**config.mk**
```make
export PLATFORM = sky130hd
export DESIGN_NAME = irtx_top
export DESIGN_NICKNAME = d
export VERILOG_FILES = /design/src/rtl/irtx_pkg.sv /design/src/rtl/irtx_carrier.sv /design/src/rtl/irtx_top.sv
export SDC_FILE = /design/constraint.sdc
export NUM_CORES = 1
export LEC_CHECK = 0
export BUFFER_PORTS_ARGS = -buffer_cell sky130_fd_sc_hd__buf_2
export CAP_MARGIN = 40
export CORE_ASPECT_RATIO = 0.7
export CORE_MARGIN = 1
export CORE_UTILIZATION = 41
export CTS_CLUSTER_SIZE = 30
export DETAILED_ROUTE_END_ITERATION = 7
export REMOVE_ABC_BUFFERS = 1
export SLEW_MARGIN = 20
export SYNTH_ARGS = -nofsm -noshare
export SYNTH_HDL_FRONTEND = slang
export SYNTH_SLANG_ARGS = --single-unit
```
**constraint.sdc**
```tcl
create_clock -name mclk -period 2.7 [get_ports mclk]
set_input_delay 0.405 -clock mclk [delete_from_list [all_inputs] [get_ports mclk]]
set_output_delay 0.405 -clock mclk [all_outputs]
set_load 0.005 [all_outputs]
```
**src/rtl/irtx_pkg.sv**
```systemverilog
// package of constants and types for the infrared remote frame transmitter
package irtx_pkg;

  // fixed timebase, independent of any core clock setting
  localparam int unsigned MCLK_HZ       = 40_000_000;
  localparam int unsigned TICK_HZ       = 4_000_000;
  localparam int unsigned TICK_DIV      = MCLK_HZ / TICK_HZ;
  localparam logic [3:0]  TICK_DIV_LAST = 4'(TICK_DIV - 1);

  // carrier
  localparam int unsigned CARRIER_HZ    = 38_000;
  localparam int unsigned CARRIER_TICKS = (TICK_HZ + CARRIER_HZ / 2) / CARRIER_HZ;
  localparam int unsigned CARRIER_HALF  = CARRIER_TICKS / 2;

  // frame times in microseconds
  localparam int unsigned START_US      = 2400;
  localparam int unsigned ONE_US        = 1200;
  localparam int unsigned ZERO_US       = 600;
  localparam int unsigned GAP_US        = 600;

  // times as whole carrier periods, nearest
  localparam int unsigned PER_NS        = 1_000_000_000 / CARRIER_HZ;
  localparam logic [7:0]  START_CYC     = 8'((START_US * 1000 + PER_NS / 2) / PER_NS);
  localparam logic [7:0]  ONE_CYC       = 8'((ONE_US * 1000 + PER_NS / 2) / PER_NS);
  localparam logic [7:0]  ZERO_CYC      = 8'((ZERO_US * 1000 + PER_NS / 2) / PER_NS);
  localparam logic [7:0]  GAP_CYC       = 8'((GAP_US * 1000 + PER_NS / 2) / PER_NS);

  // payload layout
  localparam int unsigned CMD_BITS      = 7;
  localparam int unsigned DEV_BITS      = 5;
  localparam int unsigned PAY_BITS      = CMD_BITS + DEV_BITS;
  localparam logic [3:0]  PAY_LAST      = 4'(PAY_BITS - 1);

  typedef enum logic [1:0] {IRTX_IDLE, IRTX_BURST, IRTX_GAP} irtx_state_t;

  // one transmit request
  typedef struct packed {
    logic [2:0] pin;
    logic [4:0] dev;
    logic [6:0] cmd;
  } irtx_req_t;

endpackage

```
**src/rtl/irtx_carrier.sv**
```systemverilog
// carrier and 4 MHz tick generator
`timescale 1ns/100ps
module irtx_carrier
  import irtx_pkg::*;
(
  // clock and reset
  input  wire logic mclk,
  input  wire logic rstn,
  // control
  input  wire logic run,
  // outputs
  output logic      carrier,
  output logic      period_end
);

  typedef struct packed {
    logic [3:0] div;
    logic [6:0] ph;
    logic       pend;
  } irtx_car_st_t;

  irtx_car_st_t st_r;
  irtx_car_st_t st_nxt;

  // phase restarts when idle so every burst starts on a whole period
  always_comb
  begin
    st_nxt      = st_r;
    st_nxt.pend = 1'b0;
    if (!run)
    begin
      st_nxt = '0;
    end
    else if (st_r.div == TICK_DIV_LAST)
    begin
      st_nxt.div = '0;
      if (st_r.ph == 7'(CARRIER_TICKS - 1))
      begin
        st_nxt.ph   = '0;
        st_nxt.pend = 1'b1;
      end
      else
      begin
        st_nxt.ph = st_r.ph + 7'd1;
      end
    end
    else
    begin
      st_nxt.div = st_r.div + 4'd1;
    end
  end

  always_ff @(posedge mclk)
  begin
    if (!rstn)
      st_r <= '0;
    else
      st_r <= st_nxt;
  end

  // decoded from the phase so every high half spans all ten cycles of phase 0;
  // gated by run so the cycle that launches a frame stays dark
  assign carrier    = run && (st_r.ph < 7'(CARRIER_HALF));
  assign period_end = st_r.pend;

endmodule

```
**src/rtl/irtx_top.sv**
```systemverilog
// infrared remote frame transmitter: start burst, 12 bits, gated 38 kHz carrier
`timescale 1ns/100ps
module irtx_top
  import irtx_pkg::*;
#(
  parameter int unsigned NUM_PINS = 8
)
(
  // clock and reset
  input  wire logic                mclk,
  input  wire logic                rstn,
  // command
  input  wire logic                start,
  input  wire logic [2:0]          pin_sel,
  input  wire logic [7:0]          dev_id,
  input  wire logic [7:0]          cmd_code,
  // status
  output logic                     busy,
  output logic                     done,
  output logic                     rejected,
  // led outputs
  output logic [NUM_PINS-1:0]      led
);

  // frame walk, in carrier periods of 105 ticks:
  //   start edge    operands checked, busy raised, carrier restarted
  //   start burst   91 periods of carrier on the chosen pin
  //   gap           23 periods dark
  //   bit burst     46 periods for a one, 23 for a zero
  //   gap           23 periods dark after every bit
  //   after the twelfth bit's gap  busy drops, done pulses once
  // the carrier phase runs on through each gap, so a burst opens on
  // a period boundary and every burst holds whole periods only
  // led lags the carrier by one register stage; all bursts and gaps
  // see the same lag, so their lengths are kept exactly
  // burst lengths are rounded to whole periods, which trades a few
  // microseconds of length for clean carrier edges at burst ends
  // a start while busy is ignored; the sender owns repetition

  // elaboration checks: pin count fits the three-bit selector
  if (NUM_PINS < 1 || NUM_PINS > 8)
  begin : g_bad_pins
    $error("NUM_PINS must be 1 to 8");
  end

  // tick divider must fit its four-bit counter and divide exactly
  if (TICK_DIV < 1 || TICK_DIV > 16)
  begin : g_bad_div
    $error("tick divider out of range");
  end

  // an inexact divider would skew every burst
  if (TICK_DIV * TICK_HZ != MCLK_HZ)
  begin : g_bad_div_exact
    $error("clock is not a whole multiple of the tick");
  end

  // carrier phase counter is seven bits
  if (CARRIER_TICKS < 2 || CARRIER_TICKS > 128)
  begin : g_bad_carrier
    $error("carrier period out of range");
  end

  // high half must be shorter than the period
  if (CARRIER_HALF < 1 || CARRIER_HALF >= CARRIER_TICKS)
  begin : g_bad_half
    $error("carrier high half out of range");
  end

  // start period count must fit the eight-bit down counter
  if ((START_US * 1000 + PER_NS / 2) / PER_NS > 255)
  begin : g_bad_start
    $error("start burst count too large");
  end

  // the sequencer ends a phase at count one, so zero is unusable
  if (START_CYC == 8'h00 || ONE_CYC == 8'h00)
  begin : g_bad_long
    $error("burst count must not be zero");
  end

  // zero bursts and gaps have the same constraint
  if (ZERO_CYC == 8'h00 || GAP_CYC == 8'h00)
  begin : g_bad_short
    $error("short count must not be zero");
  end

  // a one must be told apart from a zero
  if (ONE_CYC <= ZERO_CYC)
  begin : g_bad_order
    $error("one burst must outlast zero burst");
  end

  // bit index counter is four bits
  if (PAY_BITS < 1 || PAY_BITS > 16)
  begin : g_bad_pay
    $error("payload length out of range");
  end

  // request fields are fixed at seven and five bits
  if (CMD_BITS != 7 || DEV_BITS != 5)
  begin : g_bad_fields
    $error("payload field widths do not match the request");
  end

  typedef struct packed {
    irtx_state_t         state;
    irtx_req_t           req;
    logic [3:0]          bit_idx;
    logic                in_start;
    logic [7:0]          cyc;
    logic                busy;
    logic                done;
    logic                rej;
    logic [NUM_PINS-1:0] led;
  } irtx_st_t;

  irtx_st_t st_r;
  irtx_st_t st_nxt;

  logic car_run;
  logic carrier;
  logic period_end;
  logic next_bit;
  logic [PAY_BITS-1:0] payload;

  // tick divider and carrier restart at each frame
  assign car_run = (st_r.state != IRTX_IDLE);

  irtx_carrier u_carrier (
    .mclk       (mclk),
    .rstn       (rstn),
    .run        (car_run),
    .carrier    (carrier),
    .period_end (period_end)
  );

  // identifier above command so index 0 is command lsb
  assign payload = {st_r.req.dev, st_r.req.cmd};

  // bit sent after the current gap; only read while a bit remains
  always_comb
  begin
    next_bit = payload[0];
    if (!st_r.in_start && st_r.bit_idx < PAY_LAST)
      next_bit = payload[st_r.bit_idx + 4'd1];
  end

  // frame sequencer, counted in whole carrier periods
  always_comb
  begin
    st_nxt      = st_r;
    st_nxt.done = 1'b0;
    st_nxt.rej  = 1'b0;
    case (st_r.state)
      IRTX_IDLE:
      begin
        if (start)
        begin
          // dev_id above 31 or cmd above 127 cannot be framed
          if (cmd_code[7] || (dev_id[7:5] != 3'h0)
              || (32'(pin_sel) >= NUM_PINS))
          begin
            st_nxt.rej = 1'b1;
          end
          else
          begin
            st_nxt.req.pin   = pin_sel;
            st_nxt.req.dev   = dev_id[4:0];
            st_nxt.req.cmd   = cmd_code[6:0];
            st_nxt.bit_idx   = '0;
            st_nxt.in_start  = 1'b1;
            st_nxt.cyc       = START_CYC;
            st_nxt.busy      = 1'b1;
            st_nxt.state     = IRTX_BURST;
          end
        end
      end
      IRTX_BURST:
      begin
        if (period_end)
        begin
          if (st_r.cyc == 8'h01)
          begin
            st_nxt.cyc   = GAP_CYC;
            st_nxt.state = IRTX_GAP;
          end
          else
          begin
            st_nxt.cyc = st_r.cyc - 8'h01;
          end
        end
      end
      IRTX_GAP:
      begin
        if (period_end)
        begin
          if (st_r.cyc != 8'h01)
          begin
            st_nxt.cyc = st_r.cyc - 8'h01;
          end
          else if (!st_r.in_start && st_r.bit_idx == PAY_LAST)
          begin
            st_nxt.busy  = 1'b0;
            st_nxt.done  = 1'b1;
            st_nxt.state = IRTX_IDLE;
          end
          else
          begin
            if (!st_r.in_start)
              st_nxt.bit_idx = st_r.bit_idx + 4'd1;
            st_nxt.in_start = 1'b0;
            st_nxt.state    = IRTX_BURST;
            // width of the next bit's burst
            if (next_bit)
              st_nxt.cyc = ONE_CYC;
            else
              st_nxt.cyc = ZERO_CYC;
          end
        end
      end
      default:
      begin
        st_nxt = '0;
      end
    endcase
    // led follows carrier only on the chosen pin during a burst
    st_nxt.led = '0;
    // gating on the next state keeps the first high half of a burst whole
    if (st_nxt.state == IRTX_BURST)
      st_nxt.led[st_nxt.req.pin] = carrier;
  end

  always_ff @(posedge mclk)
  begin
    if (!rstn)
      st_r <= '0;
    else
      st_r <= st_nxt;
  end

  // every output straight from the state register
  assign busy     = st_r.busy;
  assign done     = st_r.done;
  assign rejected = st_r.rej;
  assign led      = st_r.led;

endmodule

```
**Yosys cells after proc, flatten, opt, wreduce, memory -nomap -nowiden**

Index checks and enable logic that the tools add are counted.

- Shift operators: 0
- Order comparisons: 5
- Bitwise gates (word level): 7
- Div/mod/pow operators: 0
- Mux-type cells: 30
- Add/sub/neg operators: 4
- Multipliers: 0
- Equal/unequal tests: 17
- Reductions and logical operators: 21

Operator list:

| cell | count |
|---|---|
| $mux W31 | 2 |
| $pmux W15 S2 | 1 |
| $mux W8 | 3 |
| $pmux W8 S3 | 1 |
| $mux W15 | 1 |
| $pmux W5 S3 | 1 |
| $mux W13 | 1 |
| $mux W2 | 6 |
| $ne A2 B2 Y1 const B | 6 |
| $reduce_and A6 Y1 | 2 |
| $reduce_and A3 Y1 | 3 |
| $add A4 B1 Y4 const B | 2 |
| $and A8 B8 Y8 | 1 |
| $eq A4 B4 Y1 const B | 2 |
| $eq A8 B1 Y1 const B | 1 |
| $ne A8 B1 Y1 const B | 1 |
| $sub A8 B1 Y8 const B | 1 |
| $add A7 B1 Y7 const B | 1 |
| $eq A7 B7 Y1 const B | 1 |
| $lt A7 B6 Y1 const B | 1 |
| $mux W7 | 1 |
| $reduce_and A7 Y1 | 1 |
| $mux W1 | 6 |
| $mux W6 | 1 |
| other kinds (26) | 37 |

- Flip-flop bits (word level): 53
- Memory bits (writable): 0
- Logic and storage cells: 98
- Latch bits: 0
- ROM bits: 0
- Memories: 0

**Depth between registers and ports, before layout**

- Word-level depth: 10
- Mapped depth: 9

**By module**

Synthesis repeated with hierarchy kept, for this count alone.

- Cell total of the unflattened synthesis: 344
- Area, all modules: 3027.9 um^2

By module, submodules not included:

| module | area each (um^2) | times used | cells an instance |
|---|---|---|---|
| irtx_top | 2458.6 | 1 | 278 |
| irtx_carrier | 569.3 | 1 | 66 |

**Worst setup path after synthesis**

Ideal clock, no wire load.

- Kind: flip-flop to flip-flop
- Start: reg st_r[11] (netlist bit)
- End: reg st_r[15] (netlist bit)
- Arrival time: 1985 ps
- Cell stages (with the launch flop): 8
- Path slack: 595 ps
- Required time: 2580 ps
- Clock period less this slack: 2105 ps
- Library setup time: 120 ps
- Path buffers: 1
- Path through: dfxtp_1 -> ha_1 -> or3b_2 -> nor4_4 -> or2_4 -> buf_8 -> nor4_2 -> a211o_1

- Longest elaborated chain between the ends: 4

Ends and longest elaborated chain:

| element | line | text |
|---|---|---|
| start, declared | irtx_top.sv:118 | `irtx_st_t st_r;` |
| start signal, assigned | irtx_top.sv:239 | `st_r <= st_nxt;` |
| $sub A8 B1 Y8, or another cell as far along | irtx_top.sv:190, irtx_top.sv:200 |  |
| $mux W8 (on tied branches) | irtx_top.sv:198, irtx_top.sv:183 |  |
| $mux W15 / $mux W8 (equally long branches) | irtx_top.sv:196, irtx_top.sv:181 |  |
| $pmux W8 S3 | irtx_top.sv:155 | `case (st_r.state)` |

Parallel ways exist; a longest one is shown, timed or not. The select of a mux whose other input is x is not followed.
A chain may end at the register's enable or synchronous reset.

**Worst setup path after layout**

- Start: reg st_r[40] (netlist bit)
- End: reg st_r[18] (netlist bit)

- Longest elaborated chain between the ends: 3

Ends and longest elaborated chain:

| element | line |
|---|---|
| $eq A2 B2 Y1, or another cell as far along | irtx_top.sv:155 |
| $ne A3 B3 Y1 (no line), or another cell as far along | - |
| $reduce_and A5 Y1 (no line) | - |

Parallel ways exist; a longest one is shown, timed or not.

==> results.py <==
metrics = {
    "run_status": {
        "status": "complete, no violations",
    },
    "synthesis": {
        "synth_common_cells": "53 x dfxtp_1, 24 x nor2_1, 21 x nand2_1",
        "synth_largest_area_cell": "dfxtp_1",
        "yosys_register_bits": 53,
        "ys_seq_area_frac": 0.3650,
        "synthTopCellsByArea": "dfxtp_1 37%, ha_1 4.7%, nor2b_1 3.7%, nor2_1 3.1%, a22oi_1 2.8%",
        "synthFlopType": "dfxtp_1",
        "yosysUniqueCellTypes": 70,
        "syn_area_um2": 2907,
        "yosysWarnings": 0,
        "synth_cells": 311,
        "netlist.area_leader.share": 0.3650,
        "synthArstFlopShare": 0,
        "yosysMostFrequentCell": "dfxtp_1",
        "avgSynthCellArea_um2": 9.346,
        "synth-edff-count": 0,
    },
    "die": {
        "num_rows": 25,
        "io-pin-count": 33,
        "die_w_um": 102.6,
        "dieArea_um2": 7435,
        "coreArea_um2": 6788,
        "die_height_um": 72.45,
        "start_util": 0.4282,
    },
    "setup_path": {
        "critPathSlowestCell": "or4_1",
        "path_buf_inv": 1,
        "arrival_ns": 2.62,
        "end_kind": "flop",
        "worst-path-max-fanout": 13,
        "crit_required_ns": 2.94,
        "rrSetupSlack_ns": 0.33,
        "worst_path_largest_cell_delay_ns": 0.51,
        "startpoint_type": "flop",
        "critPathTopFamily": "simple AND/OR/NAND/NOR gates",
        "cp_cell_sequence": "inv_1, ha_1, nor2_1, o221ai_2, or2_4, or4_1, a21boi_1",
        "critPathKind": "flop to flop",
    },
    "route": {
        "first_iter_violations": 110,
        "wl_per_cell_um": 14.88,
        "wirelength_um": 6442,
        "wl_met2_um": 2545,
        "highest_layer": "met4",
        "dr.pass1.iters": 4,
        "drcViolationCount": 0,
        "vias": 2395,
        "avgViaCountPerCell": 5.531,
        "route.met3.wl_um": 342,
        "ant_nets": 0,
        "m1WireLength_um": 3463,
    },
    "finish": {
        "postLayoutCellArea_um2": 3218,
        "final_core_util": 0.4741,
        "register_area_um2": 1061,
        "multi_input_comb_area_um2": 1682,
        "syn_to_final_growth_pct": 10.72,
        "diodes": 0,
        "fill_cells": 669,
        "nNetsFinal": 371,
        "drive_gt1_frac": 0.1976,
    },
    "cts": {
        "cts.sinks": 53,
        "clk_latency_ns": 0.31,
        "post-cts-setup-buffer-count": 0,
        "cts_tree": "yes",
        "clk_path_buf_depth": 2,
        "ctsHtreeMaxLevel": 2,
        "cts_buffers": 5,
        "cts_root_buf": "clkbuf_8",
        "ctsResizeCount": 0,
        "postCtsHoldBufs": 0,
        "clk_pin_slew_ns": 0.10,
    },
    "power": {
        "ir_drop_mv": 0.2184,
        "p_leak_uw": 0.001151,
        "cellPowerDensity_nw_per_um2": 419.6,
    },
    "sta": {
        "finalCriticalPeriod_ns": 2.373,
        "setup_tns_ns": 0,
        "finalSetupViolCount": 0,
        "fmax_mhz": 421.4,
        "rsz0062_at_grt": "false",
        "drv_slew": 0,
        "final_hold_viol_count": 0,
        "worst_slew_pin_slew_ns": 0.6246,
        "skew_ns": 0.009261,
        "relSlewSlack": 0.5836,
        "period_share": 0.8790,
    },
    "placement": {
        "dp_hpwl_um": 4882,
        "placed_area_um2": 3122,
        "gp_congestion": 0.9253,
        "io_buffers": 32,
    },
    "global_route": {
        "grt_first_pass_wirelength_um": 10630,
        "track_usage": 0.1843,
        "grt_pass1_vias": 2141,
        "grt-ovfl-total": 0,
        "grt_start_max_net_pins": 23,
        "antenna_found_initial": 0,
    },
    "min_path": {
        "min-delay-path-class": "input pin to flop",
    },
    "flow_run": {
        "max_cap_viol_count": 0,
    },
}
[power breakdown]
| part | internal, uW | switching (uW) |
|---|---|---|
| logic | 36.4 | 48.3 |
| clock network | 209 | 270 |
| registers | 784 | 2.76 |
[metal layers]
layer	track usage	vias up
li1	-	1188
met1	0.2874	1140
met2	0.2519	58
met3	0.03468	9
met4	0.05079	0
met5	0	-
[through the flow]
stage               power, uW  instances  hold slack [ns]  setup slack [ns]
floorplan               850.5        292           0.4334            0.4635
global placement        890.0        425           0.4561            0.4635
detailed placement      889.8        425           0.4604            0.3512
CTS                      1360        433           0.3447            0.3132
global route             1398        433           0.3494            0.1246
finish                   1350        433           0.3460            0.3267
[final cells by class]
type / count / area share
clock buffers: 6 / 0.02566
repair buffers: 39 / 0.06610
multi-input cells: 226 / 0.5225
flip-flops and latches: 53 / 0.3297
inverters: 13 / 0.01516
well taps: 94 / 0.03655
clock inverters: 2 / 0.004277
[registers in the layout, summed over array words and instances, names as in the netlist]
register,cells
led,8
u_carrier.st_r,11
u_carrier.period_end,1
done,1
rejected,1
busy,1
st_r,18
payload,12
[cell usage in the layout, fill, tap and decap left out, types with 3 or more instances in the layout]
cell | Yosys | routed
and2_1 | 5 | 5
nor4_4 | 3 | 3
xor2_1 | 5 | 5
a211oi_1 | 4 | 4
buf_2 | 2 | 32
nand3_1 | 7 | 7
o21ai_0 | 7 | 7
nor4_1 | 3 | 3
clkbuf_8 | 0 | 6
inv_1 | 13 | 13
nor2_1 | 24 | 24
dfxtp_1 | 53 | 53
a21boi_1 | 3 | 3
ha_1 | 11 | 11
a21oi_1 | 12 | 12
a22oi_1 | 11 | 11
mux4_2 | 3 | 3
nand2_1 | 21 | 21
o21a_1 | 3 | 3
nor3b_1 | 3 | 3
nor3_1 | 9 | 9
o31ai_1 | 3 | 3
xnor2_1 | 6 | 6
buf_4 | 8 | 7
nor4b_1 | 4 | 4
and3_1 | 4 | 4
nand2b_1 | 3 | 3
nor2b_1 | 17 | 17
nand4_1 | 3 | 3
mux2i_1 | 6 | 6
[worst min-delay path, delay by kind of cell]
family | cells | cell delay [ns]
simple gates | 1 | 0.09
compound gates | 1 | 0.05
buf+inv | 1 | 0.08
[path summary, 6_finish.rpt]
kind / to / start / cells after the start
worst max-delay path: st_r[18] / st_r[40] / 7
worst min-delay path: payload[0] / cmd_code[0] / 3
worst max register to register: st_r[18] / st_r[40] / 7
worst min register to register: u_carrier.st_r[8] / u_carrier.st_r[8] / 1
[logic make-up (layout without fill, tap and decap cells)]
family,count (synthesis),in the layout,share of synthesized area
AND/OR/NAND/NOR,125,125,0.2665
AO/OA/AOI/OAI,70,70,0.1877
flip-flops,53,53,0.3650
buffers and inverters,32,60,0.05639
adder cells (fa/ha/maj),11,11,0.04735
XOR/XNOR,11,11,0.03315
multiplexers,9,9,0.04391
(Power assumes the default switching activity.)
